**config.mk**
```make
export PLATFORM = sky130hd
export DESIGN_NAME = csl_top
export DESIGN_NICKNAME = d
export VERILOG_FILES = /design/src/inc/csl_pkg.sv /design/src/csl_clk_gate.sv /design/src/csl_top.sv
export SDC_FILE = /design/constraint.sdc
export NUM_CORES = 1
export LEC_CHECK = 0
export BUFFER_PORTS_ARGS = -buffer_cell sky130_fd_sc_hd__buf_2
export CAP_MARGIN = 20
export CORE_MARGIN = 3
export CORE_UTILIZATION = 52
export CTS_CLUSTER_DIAMETER = 50
export DETAILED_ROUTE_END_ITERATION = 10
export HOLD_SLACK_MARGIN = 0.03
export PLACE_DENSITY = 0.72
export REMOVE_ABC_BUFFERS = 1
export SLEW_MARGIN = 20
export SYNTH_ARGS = -nofsm -noshare
export SYNTH_HDL_FRONTEND = slang
export SYNTH_SLANG_ARGS = --single-unit
```
**constraint.sdc**
```tcl
create_clock -name clk_sys_i -period 2.9 [get_ports clk_sys_i]
set_input_delay 0.435 -clock clk_sys_i [delete_from_list [all_inputs] [get_ports clk_sys_i]]
set_output_delay 0.435 -clock clk_sys_i [all_outputs]
set_load 0.005 [all_outputs]
```
**src/inc/csl_pkg.sv**
```systemverilog
/*
 * Package for the clock stop and strap latch block: clock divider counts,
 * power-up timer, strap layout and packed carriers.
 * Assumes a single 100 MHz system clock that all derived clocks come from.
 */
package csl_pkg;

	localparam int CLK_SYS_MHZ = 100;

	// Half periods, in system cycles, of the derived clock groups
	localparam logic [7:0] CPU_HALF_CYC = 8'h01;
	localparam logic [7:0] PCI_HALF_CYC = 8'h02;
	localparam logic [7:0] DUAL_HALF_CYC = 8'h04;

	localparam int PCI_OUT_NUM = 6;
	localparam int CPU_OUT_NUM = 4;
	localparam int STRAP_NUM = 5;

	// Power-up timer: the bound in microseconds and its cycle count
	localparam int PWRUP_US = 3000;
	localparam int PWRUP_CYC = PWRUP_US * CLK_SYS_MHZ;

	// System cycles allowed for the pins to settle after reset release
	localparam logic [3:0] STRAP_SETTLE_CYC = 4'h4;

	localparam logic [STRAP_NUM-1:0] STRAP_RST = 5'h00;

	typedef enum logic [1:0] {
		CSL_ST_SETTLE = 2'b00,
		CSL_ST_LOW = 2'b01,
		CSL_ST_RUN = 2'b10
	} csl_state_t;

	typedef struct packed {
		logic halt_n;
		logic grp_clk;
	} csl_gate_in_t;

	typedef struct packed {
		logic [CPU_OUT_NUM-1:0] cpu_clk;
		logic [PCI_OUT_NUM-1:0] pci_clk;
		logic free_pci_clk;
	} csl_clk_out_t;

endpackage

```
**src/csl_clk_gate.sv**
```systemverilog
/*
 * Glitch-free gate for one clock group: resynchronises an active-low halt
 * request and changes the gate only while the group clock is low.
 * Assumes grp_clk is a register output toggling on clk_sys_i.
 */
`timescale 1ns/10ps
module csl_clk_gate
(
	input wire logic clk_sys_i,
	input wire logic srst_i,
	input wire csl_pkg::csl_gate_in_t gate_i,
	input wire logic fall_ena_i,
	output logic run_o
);

	logic sync1_r;
	logic sync1_nxt;
	logic run_r;
	logic run_nxt;

	// ----------------------------------------
	// Resync and low-phase gate update
	// ----------------------------------------
	always_comb
	begin
		sync1_nxt = gate_i.halt_n;
		run_nxt = run_r;
		// Update only on the edge that starts a low phase, so the next high
		// phase is either full or absent and the current one is never cut
		if (fall_ena_i && gate_i.grp_clk)
		begin
			run_nxt = sync1_r;
		end
	end

	always_ff @(posedge clk_sys_i)
	begin
		if (srst_i)
		begin
			sync1_r <= 1'b1;
			run_r <= 1'b1;
		end
		else
		begin
			sync1_r <= sync1_nxt;
			run_r <= run_nxt;
		end
	end

	assign run_o = run_r;

endmodule

```
**src/csl_top.sv**
```systemverilog
/*
 * Clock stop control and power-up strap latch. Generates CPU, PCI and
 * dual-function clocks from one system clock, halts the CPU and PCI groups
 * on request, latches five straps once after power-on.
 * Assumes halt inputs change on the rising edge of the free PCI clock.
 */
`timescale 1ns/10ps
module csl_top
#(
	parameter int PWRUP_CYC = csl_pkg::PWRUP_CYC
)
(
	input wire logic clk_sys_i,
	input wire logic srst_i,
	input wire logic cpu_halt_n_i,
	input wire logic pci_halt_n_i,
	input wire logic [csl_pkg::STRAP_NUM-1:0] dual_pin_i,
	output logic [csl_pkg::STRAP_NUM-1:0] dual_pin_o,
	output logic [csl_pkg::STRAP_NUM-1:0] dual_pin_oe_o,
	output logic [csl_pkg::STRAP_NUM-1:0] strap_cfg_o,
	output logic strap_valid_o,
	output csl_pkg::csl_clk_out_t clk_out_o
);

	// ----------------------------------------
	// Clock dividers
	// ----------------------------------------
	// Both dividers leave reset on the same edge, so the group phases keep a
	// fixed relation to each other and to the free PCI clock
	function automatic logic [7:0] csl_cnt_next(input logic [7:0] cnt, input logic [7:0] half);
		csl_cnt_next = (cnt == half - 8'h01) ? 8'h00 : cnt + 8'h01;
	endfunction

	function automatic logic csl_cnt_wrap(input logic [7:0] cnt, input logic [7:0] half);
		csl_cnt_wrap = (cnt == half - 8'h01);
	endfunction

	logic [7:0] cpu_cnt_r;
	logic [7:0] cpu_cnt_nxt;
	logic [7:0] pci_cnt_r;
	logic [7:0] pci_cnt_nxt;
	logic cpu_ph_r;
	logic cpu_ph_nxt;
	logic pci_ph_r;
	logic pci_ph_nxt;
	logic cpu_tgl;
	logic pci_tgl;

	always_comb
	begin
		cpu_tgl = csl_cnt_wrap(cpu_cnt_r, csl_pkg::CPU_HALF_CYC);
		pci_tgl = csl_cnt_wrap(pci_cnt_r, csl_pkg::PCI_HALF_CYC);
		cpu_cnt_nxt = csl_cnt_next(cpu_cnt_r, csl_pkg::CPU_HALF_CYC);
		pci_cnt_nxt = csl_cnt_next(pci_cnt_r, csl_pkg::PCI_HALF_CYC);
		cpu_ph_nxt = cpu_tgl ? ~cpu_ph_r : cpu_ph_r;
		pci_ph_nxt = pci_tgl ? ~pci_ph_r : pci_ph_r;
	end

	always_ff @(posedge clk_sys_i)
	begin
		if (srst_i)
		begin
			cpu_cnt_r <= 8'h00;
			pci_cnt_r <= 8'h00;
			cpu_ph_r <= 1'b0;
			pci_ph_r <= 1'b0;
		end
		else
		begin
			cpu_cnt_r <= cpu_cnt_nxt;
			pci_cnt_r <= pci_cnt_nxt;
			cpu_ph_r <= cpu_ph_nxt;
			pci_ph_r <= pci_ph_nxt;
		end
	end

	// ----------------------------------------
	// Group gates
	// ----------------------------------------
	// A gate decision is taken on the cycle before a falling edge of the phase
	logic cpu_run;
	logic pci_run;
	csl_pkg::csl_gate_in_t cpu_gate_in;
	csl_pkg::csl_gate_in_t pci_gate_in;

	assign cpu_gate_in = '{halt_n: cpu_halt_n_i, grp_clk: cpu_ph_r};
	assign pci_gate_in = '{halt_n: pci_halt_n_i, grp_clk: pci_ph_r};

	// Halt inputs are launched on the free PCI clock edge, which is a clk_sys_i
	// edge here, so one register stage is safe. A second stage would push the
	// PCI group past its one-period stop and restart bound; an input that is
	// not launched this way would need the extra stage and lose that bound.
	csl_clk_gate u_cpu_gate
	(
		.clk_sys_i(clk_sys_i),
		.srst_i(srst_i),
		.gate_i(cpu_gate_in),
		.fall_ena_i(cpu_tgl),
		.run_o(cpu_run)
	);

	csl_clk_gate u_pci_gate
	(
		.clk_sys_i(clk_sys_i),
		.srst_i(srst_i),
		.gate_i(pci_gate_in),
		.fall_ena_i(pci_tgl),
		.run_o(pci_run)
	);

	// ----------------------------------------
	// State decodes
	// ----------------------------------------
	// Shared by the pin enables, the valid flag and the dual divider
	function automatic logic csl_latched(input csl_pkg::csl_state_t st);
		csl_latched = (st != csl_pkg::CSL_ST_SETTLE);
	endfunction

	function automatic logic csl_running(input csl_pkg::csl_state_t st);
		csl_running = (st == csl_pkg::CSL_ST_RUN);
	endfunction

	// ----------------------------------------
	// Strap latch and power-up timer
	// ----------------------------------------
	// Settle: pins are inputs, waiting for their levels to stand still
	// Low: straps held, pins driven low while the power-up timer runs
	// Run: pins toggle at the dual clock rate; the straps stay frozen
	// A reset is taken as a new power-on and captures the straps again
	csl_pkg::csl_state_t st_r;
	csl_pkg::csl_state_t st_nxt;
	logic [3:0] settle_r;
	logic [3:0] settle_nxt;
	logic [31:0] pwr_cnt_r;
	logic [31:0] pwr_cnt_nxt;
	logic [csl_pkg::STRAP_NUM-1:0] strap_r;
	logic [csl_pkg::STRAP_NUM-1:0] strap_nxt;
	logic [7:0] dual_cnt_r;
	logic [7:0] dual_cnt_nxt;
	logic dual_ph_r;
	logic dual_ph_nxt;

	always_comb
	begin
		st_nxt = st_r;
		settle_nxt = settle_r;
		pwr_cnt_nxt = pwr_cnt_r;
		strap_nxt = strap_r;
		case (st_r)
			csl_pkg::CSL_ST_SETTLE:
			begin
				// Reset release stands for the supply reaching its latch level
				if (settle_r == csl_pkg::STRAP_SETTLE_CYC - 4'h1)
				begin
					strap_nxt = dual_pin_i;
					st_nxt = csl_pkg::CSL_ST_LOW;
				end
				else
				begin
					settle_nxt = settle_r + 4'h1;
				end
			end
			csl_pkg::CSL_ST_LOW:
			begin
				if (pwr_cnt_r == 32'(PWRUP_CYC - 1))
				begin
					st_nxt = csl_pkg::CSL_ST_RUN;
				end
				else
				begin
					pwr_cnt_nxt = pwr_cnt_r + 32'h00000001;
				end
			end
			csl_pkg::CSL_ST_RUN:
			begin
				// Straps are never re-sampled here
				strap_nxt = strap_r;
			end
			default:
			begin
				st_nxt = csl_pkg::CSL_ST_SETTLE;
			end
		endcase
	end

	always_ff @(posedge clk_sys_i)
	begin
		if (srst_i)
		begin
			st_r <= csl_pkg::CSL_ST_SETTLE;
			settle_r <= 4'h0;
			pwr_cnt_r <= 32'h00000000;
			strap_r <= csl_pkg::STRAP_RST;
		end
		else
		begin
			st_r <= st_nxt;
			settle_r <= settle_nxt;
			pwr_cnt_r <= pwr_cnt_nxt;
			strap_r <= strap_nxt;
		end
	end

	// ----------------------------------------
	// Dual-function pin divider
	// ----------------------------------------
	// Held at its reset phase until the timer has run out, so the first
	// high phase on the pins is a full one
	always_comb
	begin
		dual_cnt_nxt = dual_cnt_r;
		dual_ph_nxt = dual_ph_r;
		if (csl_running(st_r))
		begin
			dual_cnt_nxt = csl_cnt_next(dual_cnt_r, csl_pkg::DUAL_HALF_CYC);
			if (csl_cnt_wrap(dual_cnt_r, csl_pkg::DUAL_HALF_CYC))
			begin
				dual_ph_nxt = ~dual_ph_r;
			end
		end
	end

	always_ff @(posedge clk_sys_i)
	begin
		if (srst_i)
		begin
			dual_cnt_r <= 8'h00;
			dual_ph_r <= 1'b0;
		end
		else
		begin
			dual_cnt_r <= dual_cnt_nxt;
			dual_ph_r <= dual_ph_nxt;
		end
	end

	// ----------------------------------------
	// Outputs
	// ----------------------------------------
	// Pin enable and value come from the next state, so both change on the
	// same edge and the pins never show a stray level in between
	logic [csl_pkg::STRAP_NUM-1:0] dual_oe_r;
	logic [csl_pkg::STRAP_NUM-1:0] dual_oe_nxt;
	logic [csl_pkg::STRAP_NUM-1:0] dual_out_r;
	logic [csl_pkg::STRAP_NUM-1:0] dual_out_nxt;
	logic strap_valid_r;
	logic strap_valid_nxt;
	csl_pkg::csl_clk_out_t clk_r;
	csl_pkg::csl_clk_out_t clk_nxt;

	always_comb
	begin
		// Parked groups hold low; the free clock is never gated
		clk_nxt.cpu_clk = {csl_pkg::CPU_OUT_NUM{cpu_ph_nxt & cpu_run}};
		clk_nxt.pci_clk = {csl_pkg::PCI_OUT_NUM{pci_ph_nxt & pci_run}};
		clk_nxt.free_pci_clk = pci_ph_nxt;
		strap_valid_nxt = csl_latched(st_nxt);
	end

	genvar gi;
	generate
		for (gi = 0; gi < csl_pkg::STRAP_NUM; gi++)
		begin : g_dual
			// Each pin turns to an output on the capture edge and stays low
			// until the power-up timer has run out
			assign dual_oe_nxt[gi] = csl_latched(st_nxt);
			assign dual_out_nxt[gi] = csl_running(st_nxt) ? dual_ph_nxt : 1'b0;
		end
	endgenerate

	always_ff @(posedge clk_sys_i)
	begin
		if (srst_i)
		begin
			clk_r <= '0;
			dual_oe_r <= '0;
			dual_out_r <= '0;
			strap_valid_r <= 1'b0;
		end
		else
		begin
			clk_r <= clk_nxt;
			dual_oe_r <= dual_oe_nxt;
			dual_out_r <= dual_out_nxt;
			strap_valid_r <= strap_valid_nxt;
		end
	end

	assign clk_out_o = clk_r;
	assign dual_pin_o = dual_out_r;
	assign dual_pin_oe_o = dual_oe_r;
	assign strap_cfg_o = strap_r;
	assign strap_valid_o = strap_valid_r;

endmodule

```
* Word level (Yosys, flattened, before mapping)
Cells that the tools add are included. Widths: inputs -> output; s select.
Cells by class: equality and inequality tests 7, multiplexer cells 9, div/mod/pow operators 0, bitwise gates (word level) 7, shifts and indexed selects 0, $mul 0, reduce and logical (&&, ||, !) cells 10, $add $sub $neg 5, magnitude comparators 0
Operators by type and width (number):
- $add 32x1->32 const B | 1
- $eq 32x19->1 const B | 1
- $add 8x1->8 const B | 3
- $eq 8x1->1 const B | 1
- $eq 8x2->1 const B | 1
- $logic_not 8->1 | 1
- $mux 8 | 1
- $pmux 2 s3 | 1
- $reduce_and 2->1 | 3
- $mux 1 | 5
- $not 1->1 | 5
- $add 4x1->4 const B | 1
- $eq 2x2->1 const B | 2
- $eq 4x2->1 const B | 1
- $mux 2 | 2
- $reduce_or 2->1 | 2
- $and 1x1->1 | 2
- $eq 2x1->1 const B | 1
- $logic_and 1x1->1 | 2
- $logic_not 2->1 | 1
- $reduce_bool 2->1 | 1
Word-level totals: register bits after elaboration 79, bits in latches 0, word-level logic and storage cells 57, ROM bits 0, memories kept 0, bits in writable memories 0

* Depth between registers and ports, before layout
Gate-level depths: netlist of run 1.
depth in word-level cells 5, mapped depth 8

* Cells and area by module
A second synthesis of run 1 with hierarchy kept.
Unflattened totals: cell total of the unflattened synthesis 393, area total of the unflattened synthesis 3606.0 µm²
By module, submodules not included:
- csl_top | seq. area each 1481.4 µm², area an instance 3478.3 µm², cells each 383, instances 1
- csl_clk_gate | seq. area each 40.0 µm², area an instance 63.8 µm², cells each 5, instances 2

* Least setup slack after synthesis of run 1
Ideal clock, no wire load.
path kind register to register, start register cpu_cnt_r[0], end register clk_out_o[7] (netlist name), arrival time 1.842 ns, period minus slack after synthesis 1.957 ns, path buffers 0, cell stages (with the launch flop) 8, setup slack 0.943 ns, path through dfxtp_1 inv_1 ha_1 or4b_2 nor4_1 ha_1 nor2b_1 and2_1
On the way: longest elaborated chain between the ends 3
Ends and longest elaborated chain:
- start: declaration | RTL line csl_top.sv:38 | logic [7:0] cpu_cnt_r;
- start signal: assignment | RTL line csl_top.sv:70 | cpu_cnt_r <= cpu_cnt_nxt;
- $logic_not 8->1 | RTL line csl_top.sv:35 | csl_cnt_wrap = (cnt == half - 8'h01);
- $mux 1 | RTL line csl_top.sv:55 | cpu_ph_nxt = cpu_tgl ? ~cpu_ph_r : cpu_ph_r;
- named net cpu_ph_nxt | RTL line csl_top.sv:43 | logic cpu_ph_nxt;
- $and 1x1->1 | RTL line csl_top.sv:254 | clk_nxt.cpu_clk = {csl_pkg::CPU_OUT_NUM{cpu_ph_nxt & cpu_run}};
The timed path passes the listed nets, and every way through them passes these cells. A chain may end at the register's enable or synchronous reset.

* Worst setup path after layout of run 1
start register pwr_cnt_r[10], end register pwr_cnt_r[15]
On the way: longest elaborated chain between the ends 3, elaborated cells on any way between the ends 4, those cells by class 1 x add/sub; 1 x eq/ne; 1 x bitwise; 1 x reduce/logical
Ends and longest elaborated chain:
- start: declaration | RTL line csl_top.sv:134 | logic [31:0] pwr_cnt_r;
- start signal: assignment | RTL line csl_top.sv:199 | pwr_cnt_r <= pwr_cnt_nxt;
- branches (longest 3 deep; another with $add 32x1->32)
Parallel ways; which one is timed is not known.

==> results of run 1 <==
==> logic make-up after synthesis <==
kind of cell | after synthesis
XOR/XNOR | 38
buffers and inverters | 44
multiplexers | 11
AO/OA/AOI/OAI | 31
flip-flops | 78
AND/OR/NAND/NOR | 185
adder cells (fa/ha/maj) | 9
==> flip-flops by register name, indices dropped and copies added, names as in the netlist <==
register / flops
strap_cfg_o: 5
u_cpu_gate.run_o: 1
cpu_ph_r: 1
pwr_cnt_r: 32
st_r: 2
cpu_cnt_r: 8
settle_r: 4
dual_pin_o: 1
clk_out_o: 3
u_cpu_gate.sync1_r: 1
dual_cnt_r: 8
strap_valid_o: 1
dual_ph_r: 1
u_pci_gate.run_o: 1
pci_cnt_r: 8
u_pci_gate.sync1_r: 1
==> layout by cell type, fill, tap and decap left out, drive strengths merged, types with 5 or more instances in the layout <==
master   n
a21oi   15
and3    12
and4     6
buf     38
clkbuf  11
dfxtp   78
ha       9
inv      9
mux2i    8
nand2   12
nand3   26
nand4   13
nor2    56
nor2b   11
nor3     6
nor4    12
o21ai    7
o31ai    7
or3      5
or4     10
xnor2   13
xor2    25
==> worst register-to-register path, delay by kind of cell (launching register included) <==
kind	cells	cell delay (ns)
AO/OA/AOI/OAI	1	0.28
buffers and inverters	1	0.30
multiplexers	1	0.27
AND/OR/NAND/NOR	3	0.84
flip-flops	1	0.39
==> cell type report <==
type / instances / area share
inverters: 9 / 0.00877
clock inverters: 4 / 0.0123
flip-flops and latches: 78 / 0.405
repair buffers: 38 / 0.0520
clock buffers: 11 / 0.0367
multi-input cells: 274 / 0.460
well taps: 77 / 0.0250
==> per-layer routing <==
layer  vias up  track usage
met2        59        0.272
li1       1390            -
met3         8       0.0654
met5         -            0
met4         0       0.0568
met1      1265        0.220
==> path summary, 6_finish.rpt <==
| path | startpoint | to | slack, ns | depth (start not counted) |
|---|---|---|---|---|
| hold reg to reg | u_pci_gate.sync1_r$_SDFF_PP1_ | u_pci_gate.run_o$_SDFFE_PP1P_ | 0.43 | 1 |
| setup reg to reg | pwr_cnt_r[10]$_SDFFE_PP0P_ | pwr_cnt_r[15]$_SDFFE_PP0P_ | 0.72 | 6 |
| setup / recovery | pwr_cnt_r[10]$_SDFFE_PP0P_ | pwr_cnt_r[15]$_SDFFE_PP0P_ | 0.72 | 6 |
| hold / removal | pci_halt_n_i | u_pci_gate.sync1_r$_SDFF_PP1_ | 0.27 | 2 |
==> power groups by stage <==
stage | combinational [mW] | sequential [mW] | clock (mW)
after floorplan | 0.130 | 1.19 | 0
after detailed placement | 0.241 | 1.19 | 0
final | 0.239 | 1.16 | 0.774
after CTS | 0.243 | 1.16 | 0.806
after global placement | 0.235 | 1.18 | 0
after global routing | 0.272 | 1.17 | 0.849
==> stage by stage <==
step | setup WS, ns | hold WS, ns | cell area, µm² | std cells
final | 0.715 | 0.274 | 3850 | 491
after floorplan | 0.805 | 0.412 | 3370 | 361
after global routing | 0.504 | 0.244 | 3850 | 491
after detailed placement | 0.773 | 0.423 | 3660 | 476
after CTS | 0.743 | 0.252 | 3850 | 491
after global placement | 0.829 | 0.416 | 3660 | 476
==> out/metrics.cfg, run 1 <==
[run_status]
outcome = completed

[logic_synthesis]
yosys_most_used_dff = dfxtp_1
synth_compound_area_frac = 0.0510
synth_fa_ha_area_frac = 0.0312
synth_edf_count = 0
synth.area.top_cells = dfxtp_1, xor2_1, nor2_1
ys_seq_area_frac = 0.433
synth.avg_cell_area_um2 = 9.11
yosysMostFrequentCell = dfxtp_1
syn_inst = 396
synth_common_cells = dfxtp_1, nor2_1, nand3_1
synth_top_family_by_area = simple AND/OR/NAND/NOR gates
yosysWarningCount = 0
synth_top_cell_by_area = dfxtp_1
synthMuxAreaShare = 0.0316
ys_ff_latch = 78
async_flop_share = 0
synthesis.area_um2 = 3610
synth_top_area_share = 0.433
synth_xor_area_frac = 0.0922
synth.distinct_cells = 42
yosys.area_share.simple = 0.285

[place]
port_buffers = 35
dp.final_hpwl_um = 4280
place_congestion = 0.782

[timing]
fmax_ghz = 0.458
period_share = 0.753
setup_tns_ns = 0
clock_skew_ns = 0.00593
hold_viol = 0
setup_viol = 0
slew_violations = 0
tightest_slew_ns = 0.605
slew_headroom = 0.597
rsz0062_at_grt = false
finalCriticalPeriod_ns = 2.18

[clock_network]
cts_resized = 0
cts_setup_buffers = 0
path_clk_slew_ns = 0.07
clockRootBuffer = clkbuf_8
htreeDepth = 3
cts_tree = yes
clock_latency_ns = 0.34
clk_path_buf_depth = 2
numCtsBuffers = 9
cts_sinks = 78
cts_hold_buf = 0

[setup_path]
cp_data_required_time_ns = 3.13
end_kind = flip-flop
slowest_delay_ns = 0.48
start_kind = flip-flop
worst-path-buf-inv = 1
critPathTopFamily = simple AND/OR/NAND/NOR gates
worstPathCellList = nor4b_1 -> nand4_1 -> o21ai_2 -> buf_4 -> nor3_1 -> mux2_2
cp.arrival_ns = 2.42
criticalPathCategory = flip-flop to flip-flop
critPathSlowestCell = nor4b_1
cp_max_fo = 26

[detailed_routing]
drt-initial-drc-count = 122
viasPerCell = 5.54
drtAntennaViolNets = 0
drt_pass1_iterations = 5
wl_met2_um = 2790
highest_layer = met4
wl_met3_um = 326
vias = 2722
wl_met1_um = 3070
wl_per_cell_um = 12.7
drc = 0
wirelength_um = 6260

[floorplan]
core_um2 = 6530
start_util = 0.552
die_w_um = 89.3
pin_count = 36
rows = 29
fp.dieH_um = 89.3
die_area_um2 = 7970

[global_routing]
grt_pass1_wl_um = 10700
grt_max_degree = 61
antenna_found_initial = 0
track_usage = 0.173
grt_pass1_vias = 2493
grt_overflow = 0

[cells_and_area]
drive_above_1_share = 0.162
final-seq-area_um2 = 1560
fill_cells = 564
n_antenna_cell = 0
syn_to_final_growth_pct = 6.73
fin_util = 0.590
multi_input_area_um2 = 1770
final_nets = 428

[pwr]
p_switching_uw = 530
p_sw_frac = 0.244
ir_drop_uv = 380
power.share.clock = 0.356
p_total_mw = 2.17
internal-power_mw = 1.64
p_seq_frac = 0.534
cellLeakagePower_nw = 1.54
power_density_nw_per_um2 = 565
power_frac_comb = 0.110

[job]
maxCapViolCount = 0

[worst_hold_path]
hold_path.class = input port to flip-flop

Power figures use the tool's default switching activity.
==> inputs of run 2 (changes only) <==
--- a/config.mk
+++ b/config.mk
@@ -12,7 +12,7 @@
 export CTS_CLUSTER_DIAMETER = 50
 export DETAILED_ROUTE_END_ITERATION = 10
 export HOLD_SLACK_MARGIN = 0.03
-export PLACE_DENSITY = 0.72
+export PLACE_DENSITY = 0.74
 export REMOVE_ABC_BUFFERS = 1
 export SLEW_MARGIN = 20
 export SYNTH_ARGS = -nofsm -noshare
==> constraint.sdc (replaced) <==
create_clock -name clk_sys_i -period 1.76 [get_ports clk_sys_i]
set_input_delay 0.264 -clock clk_sys_i [delete_from_list [all_inputs] [get_ports clk_sys_i]]
set_output_delay 0.264 -clock clk_sys_i [all_outputs]
set_load 0.005 [all_outputs]
==> run 2 against run 1 <==
  * The run now ends with setup timing left
  * Register-to-register slack got worse by 0.85 ns
  * Count of clock-buffer cells in the layout did not move
  * Non-clock buffer count rose by 59
  * Largest power group unchanged
  * Hold slack got worse by 0.18 ns
  * Largest cell class unchanged
  * Clock power rose by 74%
==> out/metrics.cfg, run 2 (same netlist as run 1, synthesis figures left out) <==
[run_status]
outcome = finished with violations
violations = setup timing

[setup_path]
cp_data_required_time_ns = 2.04  ; -1.09 ns
criticalPathCategory = flip-flop to flip-flop
slowest_delay_ns = 0.57  ; +0.09 ns
worstPathCellList = ha_4 -> and4_4 -> buf_6 -> nand4_1 -> or4_4 -> a21oi_2
critPathSlowestCell = or4_4
cp.arrival_ns = 2.18  ; -0.24 ns
cp_max_fo = 5  ; -81%
start_kind = flip-flop
end_kind = flip-flop

[place]
place_congestion = 0.886  ; +13%
dp.final_hpwl_um = 4840  ; +13%
place_area_um2 = 4000  ; +9.2%
port_buffers = 35  ; unchanged
place_inst = 519  ; +9.0%

[global_routing]
track_usage = 0.201  ; +0.0280
grt_pass1_wl_um = 12500  ; +17%
antenna_found_initial = 0  ; unchanged
grt_max_degree = 37  ; -39%
grt_overflow = 0  ; unchanged
grt_pass1_vias = 2804  ; +12%

[floorplan]
die_w_um = 89.3  ; unchanged
core_um2 = 6530  ; unchanged
die_area_um2 = 7970  ; unchanged
start_util = 0.552  ; unchanged
rows = 29  ; unchanged
pin_count = 36  ; unchanged
fp.dieH_um = 89.3  ; unchanged

[cells_and_area]
largest_reg_flops = 32  ; unchanged
n_antenna_cell = 0  ; unchanged
final_common_cell = dfxtp_1
final_cells = 551  ; +12%
drive_above_1_share = 0.395  ; +0.233
syn_to_final_growth_pct = 30.2
top_register = pwr_cnt_r
final_nets = 487  ; +14%
fill_cells = 453  ; -20%
postLayoutCellArea_um2 = 4700  ; +22%
final_cell_mix = dfxtp_1, nor2_1, buf_4

[timing]
setup_slack_ns = -0.132  ; -0.848 ns
hold_viol = 0  ; unchanged
slew_headroom = 0.499  ; -0.0972
rsz0062_at_grt = true
worst_hold_slack_ns = 0.0892  ; -0.185 ns
period_share = 1.08  ; +0.322
clock_skew_ns = 0.00774  ; +0.00181 ns
finalCriticalPeriod_ns = 1.89  ; -0.292 ns
fmax_ghz = 0.528  ; +15%
slew_violations = 0  ; unchanged
setup_viol = 14  ; +14
tightest_slew_ns = 0.751  ; +0.146 ns

[pwr]
ir_drop_uv = 627  ; +65%
power_density_nw_per_um2 = 823  ; +46%
p_total_mw = 3.87  ; +78%
cellLeakagePower_nw = 2.00  ; +29%

[detailed_routing]
drt_pass1_iterations = 4  ; -1
drc = 0  ; unchanged
wirelength_um = 7870  ; +26%
viasPerCell = 5.52  ; -0.35%
drtAntennaViolNets = 0  ; unchanged
vias = 3044  ; +12%
drt-initial-drc-count = 144  ; +18%
wl_per_cell_um = 14.3  ; +12%

[clock_network]
cts_tree = yes
htreeDepth = 3  ; unchanged
cts_hold_buf = 0  ; unchanged
clk_path_buf_depth = 2  ; unchanged
clockRootBuffer = clkbuf_8
path_clk_slew_ns = 0.08  ; about the same
numCtsBuffers = 9  ; unchanged
clock_latency_ns = 0.36  ; +0.02 ns
cts_sinks = 78  ; unchanged

[job]
maxCapViolCount = 0  ; unchanged

[worst_hold_path]
hold_path.class = input port to flip-flop

[run 2: changes by cell type in the layout (fill, tap and decap cells not counted), moves of 5 or more]
| cell | before | now |
|---|---|---|
| buf_4 | 4 | 54 |
| dfxtp_1 | 78 | 65 |
| dfxtp_2 | 0 | 12 |
| nor4_1 | 11 | 0 |
| nor4_4 | 0 | 7 |
| buf_6 | 0 | 6 |
| or4_1 | 9 | 4 |
| or4_4 | 1 | 6 |
[run 2: path summary, 6_finish.rpt]
| path | cells past startpoint | slack (ns) | startpoint | endpoint |
|---|---|---|---|---|
| setup reg to reg | 6 | -0.13 | pwr_cnt_r[1]$_SDFFE_PP0P_ | pwr_cnt_r[14]$_SDFFE_PP0P_ |
| hold / removal | 2 | 0.09 | pci_halt_n_i | u_pci_gate.sync1_r$_SDFF_PP1_ |
| hold reg to reg | 1 | 0.44 | u_pci_gate.sync1_r$_SDFF_PP1_ | u_pci_gate.run_o$_SDFFE_PP1P_ |
| setup / recovery | 6 | -0.13 | pwr_cnt_r[1]$_SDFFE_PP0P_ | pwr_cnt_r[14]$_SDFFE_PP0P_ |
[run 2: power by group]
group / leakage (nW) / switching [mW] / internal, mW
Sequential: 0.638 / 0.0604 / 1.85
Combinational: 1.25 / 0.292 / 0.318
Clock: 0.104 / 0.652 / 0.697
[run 2: metal layers]
metal	routed length, µm	GRT usage	share of wire
met4	116	0.0717	0.015
met2	4000	0.352	0.51
met5	0	0	0
met3	393	0.0507	0.050
met1	3360	0.238	0.43
[run 2: per-stage QoR]
stage,setup slack [ns],TNS [ns],utilization
after floorplan,-0.335,-3.60,-
after global placement,-0.233,-0.710,0.612
after detailed placement,-0.272,-1.34,0.612
after CTS,-0.0853,-0.421,0.681
after global routing,-0.151,-1.93,0.719
final,-0.132,-0.625,0.719
[run 2: cell type report]
cell class / count / area (µm²) / area share
Sequential cell: 78 / 1580 / 0.336
Inverter: 9 / 33.8 / 0.00719
Multi-Input combinational cell: 274 / 2090 / 0.446
Clock buffer: 11 / 141 / 0.0301
Clock inverter: 5 / 57.6 / 0.0123
Timing Repair Buffer: 97 / 696 / 0.148
Tap cell: 77 / 96.3 / 0.0205
[run 2: worst max-delay path, delay by kind of cell, from the launching register on]
family / cells / cell delay [ns]
fa+ha+maj: 1 / 0.13
flops: 1 / 0.37
compound gates: 1 / 0.16
buf+inv: 1 / 0.11
simple gates: 3 / 1.05
[run 2: repair_timing]
item,4_1_cts,5_1_grt
buffers inserted,6,8
hold endpoints to repair,0,0
cloned,2,0
pin swaps,18,23
resized for setup,37,50
setup endpoints to repair,27,33
==> inputs of run 3 (changes only) <==
--- a/config.mk
+++ b/config.mk
@@ -5,8 +5,10 @@
 export SDC_FILE = /design/constraint.sdc
 export NUM_CORES = 1
 export LEC_CHECK = 0
+export ABC_AREA = 1
 export BUFFER_PORTS_ARGS = -buffer_cell sky130_fd_sc_hd__buf_2
 export CAP_MARGIN = 20
+export CORE_ASPECT_RATIO = 0.5
 export CORE_MARGIN = 3
 export CORE_UTILIZATION = 52
 export CTS_CLUSTER_DIAMETER = 50
==> run 3 against run 2 <==
  * The run now ends clean
  * Clock skew is 0.0024 ns lower
  * Register-to-register slack gained 0.28 ns
  * Synthesized area grew 23%
  * Sequential power about the same
  * Flip-flop and latch count did not move
  * Synthesized cell count up 69%
  * Hold slack better by 0.0045 ns
  * Critical endpoint is now pwr_cnt_r[20]$_SDFFE_PP0P_
  * Largest cell class unchanged
==> out/metrics.cfg, run 3 <==
[run_status]
outcome = completed

[worst_hold_path]
hold_path.class = input port to flip-flop
holdPathEnd = u_cpu_gate.sync1_r$_SDFF_PP1_
hold_start = cpu_halt_n_i
whs_path_depth = 2  ; unchanged

[timing]
period_share = 0.917  ; -0.158
clock_skew_ns = 0.00534  ; -0.00239 ns
setup_viol = 0  ; -14
hold_viol = 0  ; unchanged
setup_tns_ns = 0  ; +0.625 ns
slew_violations = 0  ; unchanged
slew_headroom = 0.692  ; +0.193
tightest_slew_ns = 0.460  ; -0.291 ns
finalCriticalPeriod_ns = 1.61  ; -0.278 ns
fmax_ghz = 0.619  ; +17%
setup_slack_ns = 0.145  ; +0.278 ns
rsz0062_at_grt = false

[clock_network]
clockRootBuffer = clkbuf_16
clk_path_buf_depth = 2  ; unchanged
path_clk_slew_ns = 0.06  ; -0.02 ns
cts_hold_buf = 0  ; unchanged
cts_tree = yes
cts_sinks = 78  ; unchanged
clock_latency_ns = 0.35  ; about the same
htreeDepth = 3  ; unchanged
numCtsBuffers = 9  ; unchanged

[logic_synthesis]
synth_top_area_share = 0.351  ; -0.0816
yosysWarningCount = 0  ; unchanged
synth_top_cell_by_area = dfxtp_1
yosysMostFrequentCell = nand2_1
synthesis.area_um2 = 4450  ; +23%
synth.area.top_cells = dfxtp_1, nand2_1, nor2_1
async_flop_share = 0  ; unchanged
ys_ff_latch = 78  ; unchanged
synth_edf_count = 0  ; unchanged
ys_seq_area_frac = 0.351  ; -0.0816
synth.distinct_cells = 33  ; -21%
yosys_most_used_dff = dfxtp_1
synth.avg_cell_area_um2 = 6.65  ; -27%
synth_common_cells = nand2_1, nor2_1, dfxtp_1, inv_1, nand3_1
syn_inst = 669  ; +69%

[global_routing]
grt_overflow = 0  ; unchanged
antenna_found_initial = 0  ; unchanged
grt_pass1_vias = 3799  ; +35%
busiest_layer = met2
grt_max_degree = 19  ; -49%
grt_pass1_wl_um = 17000  ; +36%
grt.met3_usage = 0.0680  ; +0.0173
grtUsageMet2 = 0.356  ; +0.00320
grt_use_met1 = 0.275  ; +0.0365
track_usage = 0.217  ; +0.0154

[place]
place_congestion = 0.977  ; +10%
place_ws_ns = 0.0890  ; +0.361 ns
dp.final_hpwl_um = 7150  ; +48%
port_buffers = 35  ; unchanged

[detailed_routing]
vias = 4100  ; +35%
wirelength_um = 9820  ; +25%
drtAntennaViolNets = 0  ; unchanged
drt-initial-drc-count = 203  ; +41%
drc = 0  ; unchanged
wl_per_cell_um = 11.9  ; -17%
viasPerCell = 4.97  ; -10%
drt_pass1_iterations = 5  ; +1

[cells_and_area]
final-seq-area_um2 = 1560  ; -1.0%
n_antenna_cell = 0  ; unchanged
drive_above_1_share = 0.185  ; -0.209
largest_reg_flops = 32  ; unchanged
final_common_cell = nand2_1
fill_cells = 721  ; +59%
syn_to_final_growth_pct = 14.7
final_nets = 726  ; +49%
top_register = pwr_cnt_r
multi_input_area_um2 = 2400  ; +15%
final_cell_mix = nand2_1, nor2_1, inv_1

[floorplan]
die_w_um = 137  ; +53%
pin_count = 36  ; unchanged
core_um2 = 8140  ; +25%
fp.dieH_um = 71.4  ; -20%
start_util = 0.546  ; -0.00648
rows = 23  ; -21%
die_area_um2 = 9760  ; +22%

[setup_path]
end_kind = flip-flop
cp_max_fo = 15  ; +10
r2r_cells = 11  ; +5
ff2ff_setup_slack_ns = 0.15  ; +0.28 ns
rr_startpoint = pwr_cnt_r[0]$_SDFFE_PP0P_
start_kind = flip-flop
r2r_end = pwr_cnt_r[20]$_SDFFE_PP0P_
cp.arrival_ns = 1.86  ; -0.32 ns
criticalPathCategory = flip-flop to flip-flop
cp_data_required_time_ns = 2.01  ; -0.03 ns

[job]
maxCapViolCount = 0  ; unchanged

[pwr]
power_density_nw_per_um2 = 863  ; +4.9%
ir_drop_uv = 686  ; +9.4%
cellLeakagePower_nw = 2.09  ; +4.5%

## run 3: cell types whose count changed after synthesis, sizes merged, moves of 11 or more
cell,previous run,this run
nor2b,11,0
inv,9,80
nor2,56,117
nand3,26,52
and3,12,0
a21oi,15,39
nand2,12,204
xor2,25,11
o21ai,7,18
## run 3: critical path: stages (launching register included)
cell and delay [ns]:
dfxtp_1 0.38, ha_4 0.17, nand2_2 0.06, nor2_4 0.14, nand3_2 0.10, nor2_4 0.15, nand2_4 0.09, buf_4 0.20
nand3_1 0.07, nand2_1 0.05, inv_1 0.05, nor2_1 0.04
## run 3: worst max path at each step
stage,from,endpoint,slack [ns],cells past startpoint
6_report,pwr_cnt_r[0]$_SDFFE_PP0P_,pwr_cnt_r[20]$_SDFFE_PP0P_,0.15,11
3_3_place_gp,pwr_cnt_r[1]$_SDFFE_PP0P_,pwr_cnt_r[17]$_SDFFE_PP0P_,0.17,11
3_5_place_dp,pwr_cnt_r[1]$_SDFFE_PP0P_,pwr_cnt_r[2]$_SDFFE_PP0P_,0.09,10
2_1_floorplan,pwr_cnt_r[0]$_SDFFE_PP0P_,strap_valid_o$_SDFF_PP0_,0.05,10
4_1_cts,pwr_cnt_r[1]$_SDFFE_PP0P_,pwr_cnt_r[2]$_SDFFE_PP0P_,0.07,10
5_1_grt,pwr_cnt_r[7]$_SDFFE_PP0P_,pwr_cnt_r[27]$_SDFFE_PP0P_,0.008,8
## run 3: layout make-up
cell class                      instances  share of cell area
Timing Repair Buffer                   58              0.0766
Inverter                               80              0.0589
Sequential cell                        78               0.307
Clock inverter                          7              0.0160
Multi-Input combinational cell        481               0.470
Tap cell                              112              0.0275
Clock buffer                            9              0.0442
## run 3: what timing repair did
item,CTS,global route
setup buffers,0,1
gates resized for setup,0,7
endpoints found under the setup margin,0,35
## run 3: cell families after synthesis
family                     Yosys count  synth area share
adders and majority gates            9            0.0253
xor gates and xnor gates            16            0.0315
buffers and inverters              110             0.117
DFF                                 78             0.351
AOI/OAI and AO/OA                   59            0.0819
and+or+nand+nor                    397             0.393
## run 3: per-stage QoR
step / cell area, µm² / power (mW) / instances / hold WS, ns / util
final: 5100 / 4.40 / 825 / 0.0937 / 0.626
after global routing: 5100 / 4.61 / 825 / 0.0918 / 0.626
after CTS: 5030 / 4.39 / 823 / 0.0867 / 0.618
after detailed placement: 4730 / 2.50 / 807 / 0.435 / 0.580
after global placement: 4730 / 2.48 / 807 / 0.422 / 0.580
after floorplan: 4230 / 2.23 / 639 / 0.326 / -
## run 3: power breakdown
part / leakage, nW / switching (mW) / total [mW] / internal [mW]
logic: 1.31 / 0.346 / 0.585 / 0.239
clock network: 0.141 / 0.784 / 1.90 / 1.12
registers: 0.633 / 0.0659 / 1.92 / 1.85
total: 2.09 / 1.20 / 4.40 / 3.21
## run 3: metal layers
layer | share of wire | vias up | routed length [µm]
li1 | - | 2151 | -
met1 | 0.46 | 1806 | 4510
met2 | 0.45 | 129 | 4460
met3 | 0.072 | 14 | 707
met4 | 0.015 | 0 | 145
met5 | 0 | - | 0
